## config.mk

```make
export PLATFORM = sky130hd
export DESIGN_NAME = cbd_exec
export DESIGN_NICKNAME = d
export VERILOG_FILES = /design/src/cbd_pkg.sv /design/src/cbd_exec.sv /design/src/cbd_bcd_adj.sv
export VERILOG_INCLUDE_DIRS = /design/src
export SDC_FILE = /design/constraint.sdc
export NUM_CORES = 1
export LEC_CHECK = 0
export CAP_MARGIN = 15
export CORE_ASPECT_RATIO = 0.75
export CORE_MARGIN = 8
export CORE_UTILIZATION = 30
export CTS_CLUSTER_DIAMETER = 100
export DETAILED_ROUTE_END_ITERATION = 10
export DONT_BUFFER_PORTS = 1
export GPL_TIMING_DRIVEN = 1
export SETUP_SLACK_MARGIN = 0.2
export SYNTH_ARGS = -nofsm -noshare
export SYNTH_HDL_FRONTEND = slang
export SYNTH_SLANG_ARGS = --single-unit
```

## constraint.sdc

```tcl
create_clock -name clk -period 4.9 [get_ports clk]
set_input_delay 0.245 -clock clk [delete_from_list [all_inputs] [get_ports clk]]
set_output_delay 0.245 -clock clk [all_outputs]
set_load 0.02 [all_outputs]
```

## src/cbd_map.svh

```systemverilog
`ifndef CBD_MAP_SVH
`define CBD_MAP_SVH
// ---------------------------------------------------------------
// opcodes
// ---------------------------------------------------------------
`define CBD_OP_PREFIX   8'h1F
`define CBD_OP_CMPX_R   8'hA8
`define CBD_OP_CMPX_I   8'hA9
`define CBD_OP_BCD_R    8'h40
`define CBD_OP_BCD_I    8'h41
`define CBD_OP_DEC_R    8'h30
`define CBD_OP_DEC_I    8'h31
`define CBD_OP_COUNT_DOWN_PAIR_R   8'h80
`define CBD_OP_COUNT_DOWN_PAIR_I   8'h81
`define CBD_OP_MASK_ALL 8'h8F
`define CBD_OP_LOOP_LO  4'hA
// ---------------------------------------------------------------
// working register escapes
// ---------------------------------------------------------------
`define CBD_ESC_BYTE    8'hEE
`define CBD_ESC_NIB     4'hE
// ---------------------------------------------------------------
// flag bit positions
// ---------------------------------------------------------------
`define CBD_F_C         7
`define CBD_F_Z         6
`define CBD_F_S         5
`define CBD_F_V         4
`define CBD_F_D         3
`define CBD_F_H         2
`define CBD_IE_BIT      7
// ---------------------------------------------------------------
// bcd corrections
// ---------------------------------------------------------------
`define CBD_ADJ_NONE    8'h00
`define CBD_ADJ_LO      8'h06
`define CBD_ADJ_HI      8'h60
`define CBD_ADJ_BOTH    8'h66
`define CBD_ADJ_SUB_H   8'hFA
`define CBD_ADJ_SUB_C   8'hA0
`define CBD_ADJ_SUB_CH  8'h9A
`define CBD_BCD_MAX     4'h9
// ---------------------------------------------------------------
// control port map and reset values
// ---------------------------------------------------------------
`define CBD_OFS_FLAGS   2'h0
`define CBD_OFS_ICTL    2'h1
`define CBD_OFS_STAT    2'h2
`define CBD_FLAGS_RST   8'h00
`define CBD_ICTL_RST    8'h00
`define CBD_ST_BUSY     0
`define CBD_ST_TAKEN    1
`define CBD_ST_BADOP    2
`endif

```

## src/cbd_pkg.sv

```systemverilog
package cbd_pkg;
  // sequencer states
  typedef enum logic [2:0] {
    st_idle, st_ptr, st_dhi, st_dlo, st_src, st_exec, st_wlo
  } cbd_state_t;
  // operation kinds
  typedef enum logic [2:0] {
    k_cmp, k_bcd, k_dec, k_count_down_pair, k_mask, k_loop, k_bad
  } cbd_kind_t;
endpackage : cbd_pkg

```

## src/cbd_exec.sv

```systemverilog
// Implementation choices: the address-and-strobe port and the address map.
`timescale 1ns/10ps
`default_nettype none
`include "cbd_map.svh"
module cbd_exec
  import cbd_pkg::*;
(
  // clock and reset
  input  wire logic        clk,
  input  wire logic        rst_b,
  // instruction issue
  input  wire logic        ins_valid,
  input  wire logic        ins_prefix,
  input  wire logic [7:0]  ins_opcode,
  input  wire logic [7:0]  ins_byte1,
  input  wire logic [7:0]  ins_byte2,
  input  wire logic [7:0]  ins_byte3,
  input  wire logic [15:0] ins_pc_next,
  input  wire logic [7:0]  register_pointer,
  output logic             ins_done,
  output logic             busy,
  output logic             pc_load,
  output logic [15:0]      pc_target,
  // register file
  output logic [11:0]      rf_addr,
  output logic             rf_rd,
  output logic             rf_we,
  output logic [7:0]       rf_wdata,
  input  wire logic [7:0]  rf_rdata,
  // control port
  input  wire logic [1:0]  ctl_addr,
  input  wire logic [7:0]  ctl_wdata,
  input  wire logic        ctl_wr,
  input  wire logic        ctl_rd,
  output logic [7:0]       ctl_rdata,
  // processor state
  output logic [7:0]       flags,
  output logic [7:0]       interrupt_control_register
);
  // ---------------------------------------------------------------
  // declarations
  // ---------------------------------------------------------------
  logic        rst_q1;
  logic        rst_sync_b;
  cbd_state_t  state;
  cbd_kind_t   kind;
  cbd_kind_t   dec_kind;
  logic        dec_indir;
  logic        dec_srcreg;
  logic        dec_borrow;
  logic [11:0] dec_dst;
  logic [11:0] dec_src;
  logic        borrow;
  logic        srcreg;
  logic [11:0] dst_addr;
  logic [11:0] src_addr;
  logic [7:0]  rp;
  logic [7:0]  dhi;
  logic [7:0]  dlo;
  logic [7:0]  sval;
  logic [15:0] pc_base;
  logic [7:0]  offset;
  logic [11:0] ptr_eff;
  logic [8:0]  diff9;
  logic [7:0]  dec_res;
  logic [15:0] word_res;
  logic [7:0]  bcd_res;
  logic        bcd_c;
  logic [7:0]  wr_byte;
  logic [7:0]  next_flags;
  logic        taken;
  logic        bad_op;
  logic        take;

  // ---------------------------------------------------------------
  // reset release
  // ---------------------------------------------------------------
  always_ff @(posedge clk or negedge rst_b) begin
    if (!rst_b) begin
      rst_q1     <= 1'b0;
      rst_sync_b <= 1'b0;
    end else begin
      rst_q1     <= 1'b1;
      rst_sync_b <= rst_q1;
    end
  end

  // ---------------------------------------------------------------
  // address escapes
  // ---------------------------------------------------------------
  // long address, EE high byte selects a working register
  function automatic logic [11:0] esc12(input logic [11:0] a,
                                        input logic [7:0]  p);
    if (a[11:4] == `CBD_ESC_BYTE) esc12 = {p[3:0], p[7:4], a[3:0]};
    else esc12 = a;
  endfunction : esc12

  // short address, E high nibble selects a working register
  function automatic logic [11:0] esc8(input logic [7:0] a,
                                       input logic [7:0] p);
    if (a[7:4] == `CBD_ESC_NIB) esc8 = {p[3:0], p[7:4], a[3:0]};
    else esc8 = {p[3:0], a};
  endfunction : esc8

  // ---------------------------------------------------------------
  // instruction decode
  // ---------------------------------------------------------------
  assign take = (state == st_idle) && ins_valid;

  always_comb begin
    dec_kind   = k_bad;
    dec_indir  = 1'b0;
    dec_srcreg = 1'b0;
    dec_borrow = ins_prefix;
    dec_dst    = esc8(ins_byte1, register_pointer);
    dec_src    = esc12({ins_byte1, ins_byte2[7:4]}, register_pointer);
    if (ins_opcode == `CBD_OP_CMPX_R) begin
      dec_kind   = k_cmp;
      dec_srcreg = 1'b1;
      dec_dst    = esc12({ins_byte2[3:0], ins_byte3}, register_pointer);
    end else if (ins_opcode == `CBD_OP_CMPX_I) begin
      dec_kind   = k_cmp;
      dec_dst    = esc12({ins_byte2[3:0], ins_byte3}, register_pointer);
    end else if (ins_prefix) begin
      dec_kind   = k_bad;
    end else if (ins_opcode == `CBD_OP_BCD_R ||
                 ins_opcode == `CBD_OP_BCD_I) begin
      dec_kind   = k_bcd;
      dec_indir  = ins_opcode[0];
    end else if (ins_opcode == `CBD_OP_DEC_R ||
                 ins_opcode == `CBD_OP_DEC_I) begin
      dec_kind   = k_dec;
      dec_indir  = ins_opcode[0];
    end else if (ins_opcode == `CBD_OP_COUNT_DOWN_PAIR_R ||
                 ins_opcode == `CBD_OP_COUNT_DOWN_PAIR_I) begin
      dec_kind   = k_count_down_pair;
      dec_indir  = ins_opcode[0];
      if (!ins_opcode[0]) dec_dst[0] = 1'b0;
    end else if (ins_opcode == `CBD_OP_MASK_ALL) begin
      dec_kind   = k_mask;
    end else if (ins_opcode[3:0] == `CBD_OP_LOOP_LO) begin
      dec_kind   = k_loop;
      dec_dst    = {register_pointer[3:0], register_pointer[7:4],
                    ins_opcode[7:4]};
    end
  end

  // pointer contents give the effective address, pairs forced even
  always_comb begin
    ptr_eff = {rp[3:0], rf_rdata};
    if (kind == k_count_down_pair) ptr_eff[0] = 1'b0;
  end

  // ---------------------------------------------------------------
  // arithmetic
  // ---------------------------------------------------------------
  assign diff9    = {1'b0, dhi} - {1'b0, sval}
                  - {8'h00, borrow & flags[`CBD_F_C]};
  assign dec_res  = dhi - 8'h01;
  assign word_res = {dhi, dlo} - 16'h0001;

  cbd_bcd_adj u_bcd (
    .value  (dhi),
    .c_in   (flags[`CBD_F_C]),
    .h_in   (flags[`CBD_F_H]),
    .sub    (flags[`CBD_F_D]),
    .result (bcd_res),
    .c_out  (bcd_c)
  );

  // flag results per kind
  always_comb begin
    next_flags = flags;
    wr_byte    = dec_res;
    unique case (kind)
      k_cmp: begin
        next_flags[`CBD_F_C] = diff9[8];
        next_flags[`CBD_F_Z] = (diff9[7:0] == 8'h00) &&
                               (!borrow || flags[`CBD_F_Z]);
        next_flags[`CBD_F_S] = diff9[7];
        next_flags[`CBD_F_V] = (dhi[7] ^ sval[7]) &
                               (diff9[7] ^ dhi[7]);
      end
      k_bcd: begin
        wr_byte              = bcd_res;
        next_flags[`CBD_F_C] = bcd_c;
        next_flags[`CBD_F_Z] = bcd_res == 8'h00;
        next_flags[`CBD_F_S] = bcd_res[7];               // V held
      end
      k_dec: begin
        next_flags[`CBD_F_Z] = dec_res == 8'h00;
        next_flags[`CBD_F_S] = dec_res[7];
        next_flags[`CBD_F_V] = dhi == 8'h80;
      end
      k_count_down_pair: begin
        wr_byte              = word_res[15:8];
        next_flags[`CBD_F_Z] = word_res == 16'h0000;
        next_flags[`CBD_F_S] = word_res[15];
        next_flags[`CBD_F_V] = {dhi, dlo} == 16'h8000;
      end
      default: next_flags = flags;
    endcase
  end

  // ---------------------------------------------------------------
  // sequencer
  // ---------------------------------------------------------------
  always_ff @(posedge clk or negedge rst_sync_b) begin
    if (!rst_sync_b) begin
      state     <= st_idle;
      kind      <= k_bad;
      borrow    <= 1'b0;
      srcreg    <= 1'b0;
      dst_addr  <= 12'h000;
      src_addr  <= 12'h000;
      rp        <= 8'h00;
      dhi       <= 8'h00;
      dlo       <= 8'h00;
      sval      <= 8'h00;
      pc_base   <= 16'h0000;
      offset    <= 8'h00;
      busy      <= 1'b0;
      ins_done  <= 1'b0;
      pc_load   <= 1'b0;
      pc_target <= 16'h0000;
      rf_addr   <= 12'h000;
      rf_rd     <= 1'b0;
      rf_we     <= 1'b0;
      rf_wdata  <= 8'h00;
    end else begin
      rf_rd    <= 1'b0;
      rf_we    <= 1'b0;
      ins_done <= 1'b0;
      pc_load  <= 1'b0;
      unique case (state)
        st_idle: if (ins_valid) begin
          kind     <= dec_kind;
          borrow   <= dec_borrow;
          srcreg   <= dec_srcreg;
          dst_addr <= dec_dst;
          src_addr <= dec_src;
          rp       <= register_pointer;
          sval     <= ins_byte1;
          offset   <= ins_byte1;
          pc_base  <= ins_pc_next;
          if (dec_kind == k_mask || dec_kind == k_bad) begin
            ins_done <= 1'b1;
          end else begin
            busy    <= 1'b1;
            rf_rd   <= 1'b1;
            rf_addr <= dec_dst;
            state   <= dec_indir ? st_ptr : st_dhi;
          end
        end
        st_ptr: begin
          dst_addr <= ptr_eff;
          rf_rd    <= 1'b1;
          rf_addr  <= ptr_eff;
          state    <= st_dhi;
        end
        st_dhi: begin
          dhi <= rf_rdata;
          if (kind == k_count_down_pair) begin
            rf_rd   <= 1'b1;
            rf_addr <= dst_addr | 12'h001;
            state   <= st_dlo;
          end else if (srcreg) begin
            rf_rd   <= 1'b1;
            rf_addr <= src_addr;
            state   <= st_src;
          end else begin
            state <= st_exec;
          end
        end
        st_dlo: begin
          dlo   <= rf_rdata;
          state <= st_exec;
        end
        st_src: begin
          sval  <= rf_rdata;
          state <= st_exec;
        end
        st_exec: begin
          rf_addr  <= dst_addr;
          rf_wdata <= wr_byte;
          rf_we    <= kind != k_cmp;
          if (kind == k_count_down_pair) begin
            state <= st_wlo;
          end else begin
            ins_done <= 1'b1;
            busy     <= 1'b0;
            state    <= st_idle;
          end
          if (kind == k_loop && dec_res != 8'h00) begin
            pc_load   <= 1'b1;
            pc_target <= pc_base + {{8{offset[7]}}, offset};
          end
        end
        st_wlo: begin
          rf_we    <= 1'b1;
          rf_addr  <= dst_addr | 12'h001;
          rf_wdata <= word_res[7:0];
          ins_done <= 1'b1;
          busy     <= 1'b0;
          state    <= st_idle;
        end
      endcase
    end
  end

  // ---------------------------------------------------------------
  // flags, interrupt control and status
  // ---------------------------------------------------------------
  // execution wins over a software write in the same cycle
  always_ff @(posedge clk or negedge rst_sync_b) begin
    if (!rst_sync_b) flags <= `CBD_FLAGS_RST;
    else if (state == st_exec) flags <= next_flags;
    else if (ctl_wr && ctl_addr == `CBD_OFS_FLAGS) flags <= ctl_wdata;
  end

  // global enable drops on the mask-all opcode
  always_ff @(posedge clk or negedge rst_sync_b) begin
    if (!rst_sync_b) begin
      interrupt_control_register <= `CBD_ICTL_RST;
    end else begin
      if (ctl_wr && ctl_addr == `CBD_OFS_ICTL)
        interrupt_control_register <= ctl_wdata;
      if (take && dec_kind == k_mask)
        interrupt_control_register[`CBD_IE_BIT] <= 1'b0;
    end
  end

  // bad_op sticky, set beats write-one-to-clear; taken follows the last loop
  always_ff @(posedge clk or negedge rst_sync_b) begin
    if (!rst_sync_b) begin
      taken  <= 1'b0;
      bad_op <= 1'b0;
    end else begin
      if (state == st_exec && kind == k_loop) taken <= dec_res != 8'h00;
      if (take && dec_kind == k_bad) bad_op <= 1'b1;
      else if (ctl_wr && ctl_addr == `CBD_OFS_STAT &&
               ctl_wdata[`CBD_ST_BADOP]) bad_op <= 1'b0;
    end
  end

  // read data one cycle after the strobe, unmapped reads zero
  always_ff @(posedge clk or negedge rst_sync_b) begin
    if (!rst_sync_b) begin
      ctl_rdata <= 8'h00;
    end else if (ctl_rd) begin
      unique case (ctl_addr)
        `CBD_OFS_FLAGS: ctl_rdata <= flags;
        `CBD_OFS_ICTL:  ctl_rdata <= interrupt_control_register;
        `CBD_OFS_STAT:  ctl_rdata <= {5'h00, bad_op, taken, busy};
        default:        ctl_rdata <= 8'h00;
      endcase
    end else begin
      ctl_rdata <= 8'h00;
    end
  end
endmodule : cbd_exec
`default_nettype wire

```

## src/cbd_bcd_adj.sv

```systemverilog
`timescale 1ns/10ps
`default_nettype none
`include "cbd_map.svh"
module cbd_bcd_adj (
  // byte and flags before correction
  input  wire logic [7:0] value,
  input  wire logic       c_in,
  input  wire logic       h_in,
  input  wire logic       sub,
  // corrected byte and carry
  output logic      [7:0] result,
  output logic            c_out
);
  logic       lo_big;
  logic       fix_lo;
  logic       fix_hi;
  logic [7:0] corr;

  // ---------------------------------------------------------------
  // correction select
  // ---------------------------------------------------------------
  always_comb begin
    lo_big = value[3:0] > `CBD_BCD_MAX;
    fix_lo = lo_big || h_in;
    fix_hi = (value[7:4] > `CBD_BCD_MAX) || c_in ||
             ((value[7:4] == `CBD_BCD_MAX) && lo_big);
    if (sub) begin
      // subtract: constant picked by carry and half carry
      unique case ({c_in, h_in})
        2'b00: corr = `CBD_ADJ_NONE;
        2'b01: corr = `CBD_ADJ_SUB_H;
        2'b10: corr = `CBD_ADJ_SUB_C;
        2'b11: corr = `CBD_ADJ_SUB_CH;
      endcase
      c_out = c_in;
    end else begin
      if (fix_hi && fix_lo) corr = `CBD_ADJ_BOTH;
      else if (fix_hi) corr = `CBD_ADJ_HI;
      else if (fix_lo) corr = `CBD_ADJ_LO;
      else corr = `CBD_ADJ_NONE;
      c_out = fix_hi;
    end
    result = value + corr;
  end
endmodule : cbd_bcd_adj
`default_nettype wire

```

==> results.toml, run 1 <==
[synthesis]
syn_inst = 1052
yosysTopAreaCell = "dfrtp_1"
avgSynthCellArea_um2 = 8.907
synthDistinctLibCells = 79
seq_area_frac_synth_pct = 40.89
synth_top_area_share_pct = 40.33
synth_nets = 1180
ys_warn_count = 0
async_flop_share_pct = 100.0
synth-edff-count = 0
ys_ff_latch = 153
synth-main-ff-cell = "dfrtp_1"
synth_area_mm2 = 0.009370
netlist_top_cells_area = "dfrtp_1 40%, nand2_1 7.9%, ha_1 5.9%, o21ai_0 3.8%, mux2_2 3.5%"

[cts]
clock_sinks = 153
ctsHoldBuffers = 56
post_cts_resized = 0
cts_tree = "built"
insertion_delay_ps = 450
cts_root_buffer = "clkbuf_16"
path_clk_slew_ps = 70
cts.path.max_buffers = 2
cts_setup_buffers = 0
htreeDepth = 4
cts_made_buffers = 17

[flow_run]
cap_violations = 0

[pwr]
swShare_pct = 45.11
power_frac_clock_pct = 19.0
power.total_mw = 7.841
power.switching_mw = 3.537
pwr-share-comb_pct = 46.9
power.density_mw_per_mm2 = 718.7
leakage_nw = 4.828
ir_drop_uv = 322.0
power.share.sequential_pct = 34.0
intPower_mw = 4.304

[floorplanning]
die_y_um = 169.1
initial_utilization_pct = 30.19
io_pins = 145
num_rows = 56
dieArea_mm2 = 0.03720
die_width_um = 220.1
core-area_mm2 = 0.03104

[setup_path]
end_kind = "flop"
crit_required_ps = 5290
critPathMaxFanout = 13
cp_data_arrival_time_ps = 4640
path_class = "flop to flop"
crit_path_start_kind = "flop"

[global_route]
antenna_found_initial = 2
grt_use_total_pct = 17.30
grt_pass1_wl_um = 48930
grt_max_degree = 152
grt.overflow.total = 0
grt_pass1_vias = 7871

[place]
place_congestion = 0.9033
port_buffers = 0
dpl.hpwl_um = 22820
post-place-cells = 1412

[timing]
fin_crit_ps = 4256
relSlewSlack_pct = 25.84
grt_setup_unrepaired = "false"
final_max_slew_viol_count = 0
hold_viol = 0
fmaxAchievable_mhz = 235.0
tns_ps = 0
worst_pin_slew_ps = 1109
finalCritPeriodShare_pct = 86.85
skew_ps = 9.537
hold_ws_ps = 23.44
setup_viol = 0

[routing]
drc_errors = 0
avgViaCountPerCell = 5.447
dr.first_iter.drc_count = 875
firstDrtPassIters = 6
num_vias = 8171
wl_um = 32260
antenna_left = 0
wl_per_cell_um = 21.51

[status]
status = "finished clean"

[layout]
final_core_util_pct = 35.15
layout-drive-gt1-share_pct = 8.775
fin_cells = 1500
fin_nets = 1209
area_growth_pct = 16.44
num_antenna_cells = 0

[min_path]
hold_path_class = "primary input to flop"
[metal layers]
metal	vias to the layer above	track usage [%]	wire (um)
li1	3825	-	-
met1	3976	24.96	15460
met2	329	23.91	13120
met3	39	6.331	3299
met4	2	4.254	370
met5	-	0	10
[cell usage after synthesis (14+ instances only)]
library cell and n:
a21oi_1 50, a22oi_1 14, a31oi_1 14, clkbuf_1 27, dfrtp_1 151, ha_1 44, inv_1 50, mux2_2 29
mux2i_1 16, nand2_1 196, nand3_1 28, nor2_1 65, nor3_1 22, o21ai_0 71, xnor2_1 21
[final timing paths]
| path | startpoint | endpoint | slack, ps | cells after the start |
|---|---|---|---|---|
| worst max-delay path | dhi[1] | flags[6] | 640 | 15 |
| worst max register to register | dhi[1] | flags[6] | 640 | 15 |
| min in group asynchronous | rst_sync_b | rf_wdata[1] | 450 | 1 |
| worst min-delay path | ins_byte2[2] | dst_addr[10] | 20 | 2 |
| worst min register to register | rst_q1 | rst_sync_b | 350 | 0 |
| max in group asynchronous | rst_sync_b | flags[3] | 3780 | 1 |
[metrics by stage]
stage	area (um^2)	setup WS, ps
4_1_cts	10910	672.7
5_1_grt	10910	325.6
6_report	10910	644.4
3_5_place_dp	9697	694.5
3_3_place_gp	9697	754.6
2_1_floorplan	9370	324.8
[final cells by class]
type | count | area [um^2]
sequential | 153 | 3835
clock buffer | 20 | 456.7
timing repair buffer | 63 | 625.6
tap | 406 | 508.0
clock inverter | 12 | 196.4
fill | 3175 | 20130
multi-input combinational | 794 | 5091
inverter | 52 | 197.7
[power by group through the flow]
stage / combinational, mW / clock, mW / sequential, mW
4_1_cts: 3.66 / 1.53 / 2.67
5_1_grt: 4.14 / 1.57 / 2.75
3_5_place_dp: 3.58 / 0 / 2.69
3_3_place_gp: 3.51 / 0 / 2.68
2_1_floorplan: 2.99 / 0 / 2.34
6_report: 3.68 / 1.49 / 2.67
[cell usage in the layout, fill, tap and decap left out, drive strengths merged, types with 9 or more instances in the layout]
cell type	instances
nor3	22
a21oi	50
o21ai	71
nor2	65
xor2	9
dlygate4sd3	56
a211oi	13
o31ai	11
and2	9
dfrtp	151
ha	44
a31oi	14
nand2b	10
a22oi	14
o21a	10
mux2	31
nand3	28
clkbuf	20
nand2	196
inv	51
mux2i	16
nor4	11
xnor2	21
nor2b	9
[kinds of logic (layout without fill, tap and decap cells)]
family                     after synthesis  count (layout)  synth area share [%]
AOI/OAI and AO/OA                      258             258                 18.37
buffers and inverters                  105             147                 4.901
xor gates and xnor gates                30              30                 2.804
DFF                                    153             153                 40.89
muxes                                   47              47                 5.515
other                                    1               1               0.04002
adders and majority gates               48              48                 6.730
and+or+nand+nor                        410             410                 20.75
[registers in the layout, indices dropped and copies added (netlist names), 4 cells and up]
| register | count |
|---|---|
| pc_base | 16 |
| pc_target | 16 |
| dst_addr | 12 |
| rf_addr | 12 |
| src_addr | 12 |
| ctl_rdata | 8 |
| dhi | 8 |
| dlo | 8 |
| flags | 8 |
| interrupt_control_register | 8 |
| offset | 8 |
| rf_wdata | 8 |
| sval | 8 |
| rp | 4 |
[critical path, cell delays in order (launching register included)]
cell and delay, ps:
dfrtp_1 690, inv_1 240, ha_1 360, or2_2 320
a21oi_1 210, o21bai_1 150, nand2b_1 120, ha_1 190
inv_1 60, fa_1 390, xnor2_1 160, nor3_1 150
nand3_1 100, or4_1 530, or4_1 420, nand4_1 100
Note: power is estimated with default switching activity, not from simulation.
==> run 2, diff against run 1 <==
--- a/config.mk
+++ b/config.mk
@@ -6,6 +6,7 @@
 export SDC_FILE = /design/constraint.sdc
 export NUM_CORES = 1
 export LEC_CHECK = 0
+export ABC_AREA = 1
 export CAP_MARGIN = 15
 export CORE_ASPECT_RATIO = 0.75
 export CORE_MARGIN = 8
==> run 2 against run 1 <==
  * Combinational power increased by 2%
  * Worst hold slack worse by 8.6 ps
  * Global-route usage down 0.076 points
  * Die area decreased by 0.15%
  * Total power fell by 4.3%
  * Flip-flop and latch count did not move
  * Clock skew rose by 7.4 ps
  * Critical path type unchanged
  * Largest power group unchanged
  * Highest routed layer unchanged
==> results.toml, run 2 <==
[timing]
final_max_slew_viol_count = 0
fmaxAchievable_mhz = 275.0
tns_ps = 0
hold_ws_ps = 14.83
fin_crit_ps = 3636
grt_setup_unrepaired = "false"
setup_viol = 0
worst_slack_ps = 1264
hold_viol = 0
worst_pin_slew_ps = 982.3
relSlewSlack_pct = 34.51
skew_ps = 16.90
finalCritPeriodShare_pct = 74.20

[routing]
wl_met2_um = 12560
avgViaCountPerCell = 5.056
firstDrtPassIters = 7
wl_um = 32100
num_vias = 8641
dr.first_iter.drc_count = 925
topRoutingLayerUsed = "met5"
antenna_left = 0
met1Wirelength_um = 15670
drc_errors = 0
wl_per_cell_um = 18.78
wl_met3_um = 3194

[setup_path]
cp_top_family = "adder cells"
cpMaxStageDelayCell = "dfrtp_1"
crit_path_start_kind = "flop"
regToRegSetupSlack_ps = 1260
crit_top_cell = "inv_1"
end_kind = "flop"
rr_endpoint = "flags[5]"
path_class = "flop to flop"
crit_path_max_incr_delay_ps = 570
cp_num_buf_inv = 6
path_cells = "inv_1 > ha_1 > nand2_1 > inv_2 > nor2_1 > inv_1 > a21oi_1 > inv_1 > nand2_1 > ha_1 > inv_1 > fa_1 > inv_1 > nand4_1 > o211ai_1 > xor2_1 > o21ai_1 > o21bai_1 > o211ai_1"
crit_required_ps = 5210
rr_worst_depth = 19
critPathMaxFanout = 10
r2r-start = "dhi[0]"
cp_data_arrival_time_ps = 3940

[layout]
fillCellCount = 3250
final_cell_mix = "394 x nand2_1, 154 x inv_1, 150 x dfrtp_1, 116 x o21ai_0, 105 x nor2_1"
final_cell_area_mm2 = 0.01064
layout-drive-gt1-share_pct = 4.835
largestRegisters = "pc_base: 16 flops, pc_target: 16 flops"
area_growth_pct = 13.75
num_antenna_cells = 0
fin_nets = 1418
final_common_cell = "nand2_1"

[flow_run]
cap_violations = 0

[place]
dp_slack_ps = 1367
port_buffers = 0
place_congestion = 0.9339
dpl.hpwl_um = 24820
place_area_mm2 = 0.009734

[global_route]
grt_use_total_pct = 17.22
grt_max_degree = 83
antenna_found_initial = 1
grt.overflow.total = 0
grt_pass1_vias = 8230
grt_pass1_wl_um = 49240

[synthesis]
synth-edff-count = 0
syn_inst = 1267
ys_warn_count = 0
synth_nets = 1395
synth_area_mm2 = 0.009355
synthDistinctLibCells = 47
ys_ff_latch = 153
netlist_top_cells_area = "dfrtp_1 40%, nand2_1 16%, o21ai_0 6.2%, inv_1 6.2%, ha_1 5.9%"
synth_top_area_share_pct = 40.39
synth_most_common_cell = "nand2_1"
avgSynthCellArea_um2 = 7.384
synth-main-ff-cell = "dfrtp_1"
yosysTopAreaCell = "dfrtp_1"
async_flop_share_pct = 100.0
seq_area_frac_synth_pct = 40.95
ys_top_cells_by_count = "394 x nand2_1, 154 x inv_1, 151 x dfrtp_1"

[cts]
cts.path.max_buffers = 2
cts_root_buffer = "clkbuf_16"
cts_made_buffers = 17
ctsHoldBuffers = 33
cts_tree = "built"
clock_sinks = 153
htreeDepth = 4
post_cts_resized = 0
path_clk_slew_ps = 70
cts_setup_buffers = 0
insertion_delay_ps = 440

[min_path]
min_to = "offset[7]"
hp-start = "ins_byte1[7]"
hold_path_class = "primary input to flop"
holdPathStages = 2

[floorplanning]
die_y_um = 168.9
core-area_mm2 = 0.03097
io_pins = 145
num_rows = 56
die_width_um = 219.9
dieArea_mm2 = 0.03715
initial_utilization_pct = 30.21

[pwr]
leakage_nw = 5.367
ir_drop_uv = 262.7
power.density_mw_per_mm2 = 704.9

[status]
status = "finished clean"
==> run 2: cell count changes after synthesis, moves of 16 or more <==
cell | before | now
inv_1 | 50 | 154
mux2_2 | 29 | 0
mux2i_1 | 16 | 0
nand2_1 | 196 | 394
nand3_1 | 28 | 52
nor2_1 | 65 | 106
o211ai_1 | 6 | 29
o21ai_0 | 71 | 116
==> run 2: report_power, final <==
group / internal, mW / switching [mW] / total, mW
registers: 1.76 / 0.680 / 2.44
clock network: 0.725 / 0.594 / 1.32
logic: 1.30 / 2.44 / 3.74
==> run 2: logic make-up after synthesis <==
family | Yosys count | share of synthesized area (%)
flip-flops | 153 | 40.95
XOR/XNOR | 23 | 2.153
AND/OR/NAND/NOR | 604 | 26.56
adder cells (fa/ha/maj) | 48 | 6.741
other | 1 | 0.04008
buffers and inverters | 196 | 8.559
AO/OA/AOI/OAI | 242 | 14.99
==> run 2: layout make-up <==
cell class | count | area (um^2) | area share (%)
Clock buffer | 18 | 439.2 | 4.127
Clock inverter | 14 | 137.6 | 1.293
Inverter | 163 | 611.8 | 5.750
Multi-Input combinational cell | 918 | 4737 | 44.51
Sequential cell | 153 | 3835 | 36.04
Tap cell | 406 | 508.0 | 4.774
Timing Repair Buffer | 37 | 372.9 | 3.504
==> run 2: worst reg2reg max path, cell delays in order, from the launching register on <==
cell and delay [ps]:
dfrtp_1 570, inv_1 240, ha_1 290, nand2_1 140, inv_2 70, nor2_1 140
inv_1 50, a21oi_1 220, inv_1 120, nand2_1 80, ha_1 160, inv_1 50
fa_1 410, inv_1 90, nand4_1 90, o211ai_1 130, xor2_1 260, o21ai_1 110
o21bai_1 170, o211ai_1 110
==> run 2: metal layers <==
| layer | vias to the layer above | track usage [%] |
|---|---|---|
| met3 | 42 | 5.493 |
| met2 | 337 | 23.41 |
| met4 | 2 | 4.373 |
| li1 | 4184 | - |
| met1 | 4076 | 25.65 |
| met5 | - | 0 |
==> run 2: through the flow <==
step | total power, mW | std cells | util (%)
2_1_floorplan | 5.130 | 1267 | -
3_3_place_gp | 6.084 | 1644 | 31.43
3_5_place_dp | 6.132 | 1644 | 31.43
4_1_cts | 7.516 | 1709 | 34.36
5_1_grt | 8.220 | 1709 | 34.36
6_report | 7.501 | 1709 | 34.36
==> run 2: worst max-delay path by stage <==
| stage | start | endpoint | slack, ps | cells past startpoint |
|---|---|---|---|---|
| final | dhi[0] | flags[5] | 1260 | 19 |
| after global routing | dhi[0] | flags[5] | 1050 | 19 |
| after CTS | dhi[0] | flags[5] | 1340 | 19 |
| after detailed placement | dhi[0] | flags[5] | 1370 | 19 |
| after global placement | dhi[0] | flags[6] | 1510 | 20 |
| after floorplan | rst_sync_b | bad_op | 320 | 0 |
==> run 3, diff against run 2 <==
==> constraint.sdc (replaced) <==
create_clock -name clk -period 3.5 [get_ports clk]
set_input_delay 0.175 -clock clk [delete_from_list [all_inputs] [get_ports clk]]
set_output_delay 0.175 -clock clk [all_outputs]
set_load 0.02 [all_outputs]
==> run 3 against run 2 <==
  * Clock power up 50%
  * Clock skew down 3.0 ps
  * Routed wire length up 1.3%
  * Largest cell class unchanged
  * Register-to-register slack worse by 770 ps
  * Flip-flop and latch count unchanged
  * Non-clock buffer count up 22
  * Maximum frequency up 21%
  * Total power up 43%
  * Worst hold slack better by 2.1 ps
==> results.toml, run 3 (synthesis results as in run 2) <==
[timing]
final_max_slew_viol_count = 0
finalCritPeriodShare_pct = 85.97
fin_crit_ps = 3009
skew_ps = 13.89
relSlewSlack_pct = 37.94
tns_ps = 0
setup_viol = 0
worst_slack_ps = 490.9
hold_viol = 0
fmaxAchievable_mhz = 332.3
grt_setup_unrepaired = "false"
worst_pin_slew_ps = 927.4

[layout]
final_cell_mix = "393 x nand2_1, 154 x inv_1, 149 x dfrtp_1, 116 x o21ai_0, 104 x nor2_1"
final_cell_area_mm2 = 0.01090
fin_nets = 1440
final_common_cell = "nand2_1"
layout-drive-gt1-share_pct = 5.740
largestRegisters = "pc_base: 16 flops, pc_target: 16 flops"
area_growth_pct = 16.46

[setup_path]
rr_endpoint = "flags[5]"
crit_path_start_kind = "flop"
crit_required_ps = 3810
end_kind = "flop"
critPathMaxFanout = 6
rr_worst_depth = 19
cp_data_arrival_time_ps = 3320
regToRegSetupSlack_ps = 490
r2r-start = "dhi[0]"
path_class = "flop to flop"

[global_route]
grt_pass1_wl_um = 49320
grt_use_total_pct = 17.24
grt_max_degree = 55
grt_pass1_vias = 8263
grt.overflow.total = 0
antenna_found_initial = 2

[cts]
cts_tree = "built"
cts.path.max_buffers = 2
cts_root_buffer = "clkbuf_16"
insertion_delay_ps = 440
path_clk_slew_ps = 70
clock_sinks = 153
cts_made_buffers = 17
htreeDepth = 4

[min_path]
min_to = "dst_addr[8]"
hold_path_class = "primary input to flop"
holdPathStages = 2
hp-start = "register_pointer[0]"

[routing]
dr.first_iter.drc_count = 798
avgViaCountPerCell = 5.106
drc_errors = 0
wl_per_cell_um = 18.79
antenna_left = 0
wl_um = 32530
num_vias = 8839
firstDrtPassIters = 5

[flow_run]
cap_violations = 0

[pwr]
ir_drop_uv = 375.7
leakage_nw = 5.483
power.density_mw_per_mm2 = 986.0

[place]
place_area_mm2 = 0.009794
dp_slack_ps = 342.2
dpl.hpwl_um = 25260
port_buffers = 0
place_congestion = 0.9510

[floorplanning]
core-area_mm2 = 0.03097
io_pins = 145
initial_utilization_pct = 30.21
die_y_um = 168.9
num_rows = 56
die_width_um = 219.9
dieArea_mm2 = 0.03715

[status]
status = "finished clean"
-- run 3: changes by cell type in the layout (fill, tap and decap cells not counted), moves of 2 or more --
cell           delta
buf_4             +9
bufinv_16         +2
dlygate4sd3_1    +13
inv_6             -3
-- run 3: area by class of cell --
cell class,count,area [um^2]
fillers,3262,20070
multi-input cells,918,4748
flip-flops and latches,153,3836
inverters,163,611.8
repair buffers,59,570.5
well taps,406,508.0
clock buffers,19,452.9
clock inverters,12,165.2
diodes,1,2.502
-- run 3: worst max path at each step --
stage / from / endpoint / cells after the start
6_report: dhi[0] / flags[5] / 19
5_1_grt: dhi[0] / flags[5] / 19
4_1_cts: dhi[0] / flags[5] / 19
3_5_place_dp: dhi[0] / flags[5] / 19
3_3_place_gp: dhi[0] / flags[5] / 19
2_1_floorplan: dhi[0] / flags[5] / 19
-- run 3: routing by layer --
layer	up-vias	GRT usage (%)	share of wire (%)
li1	4232	-	-
met5	-	0	0.040
met2	372	23.35	40
met3	31	5.475	9.8
met4	2	4.085	1.6
met1	4202	25.85	49
-- run 3: power breakdown --
part	internal [mW]	switching, mW
logic	1.89	3.48
clock network	1.17	0.811
registers	2.47	0.924
total	5.52	5.22
-- run 3: stage by stage --
stage	hold slack, ps	instances	total power [mW]	utilization, %
after floorplan	-120.6	1267	7.181	-
after global placement	-120.5	1652	8.564	31.63
after detailed placement	-120.5	1652	8.630	31.63
after CTS	0.6981	1729	10.70	35.11
after global routing	6.090	1731	11.73	35.18
final	16.90	1731	10.74	35.18
-- run 3: critical path: stages, from the launching register on --
cell and delay [ps]:
dfrtp_2 440, buf_4 170, ha_1 170, nand2_1 60
nand2_1 60, nor2_2 120, inv_1 60, a21oi_2 130
inv_1 100, nand2_1 70, ha_1 160, inv_1 60
fa_2 350, inv_1 90, nand4_1 100, o211ai_1 120
xor2_1 210, o21ai_1 100, o21bai_1 200, o211ai_1 100
-- run 3: timing repair --
action                     4_1_cts  5_1_grt
hold buffers                    46        0
resized for setup                0        5
setup endpoints to repair        0        4
buffers inserted                 0        1
hold endpoints to repair        62        0
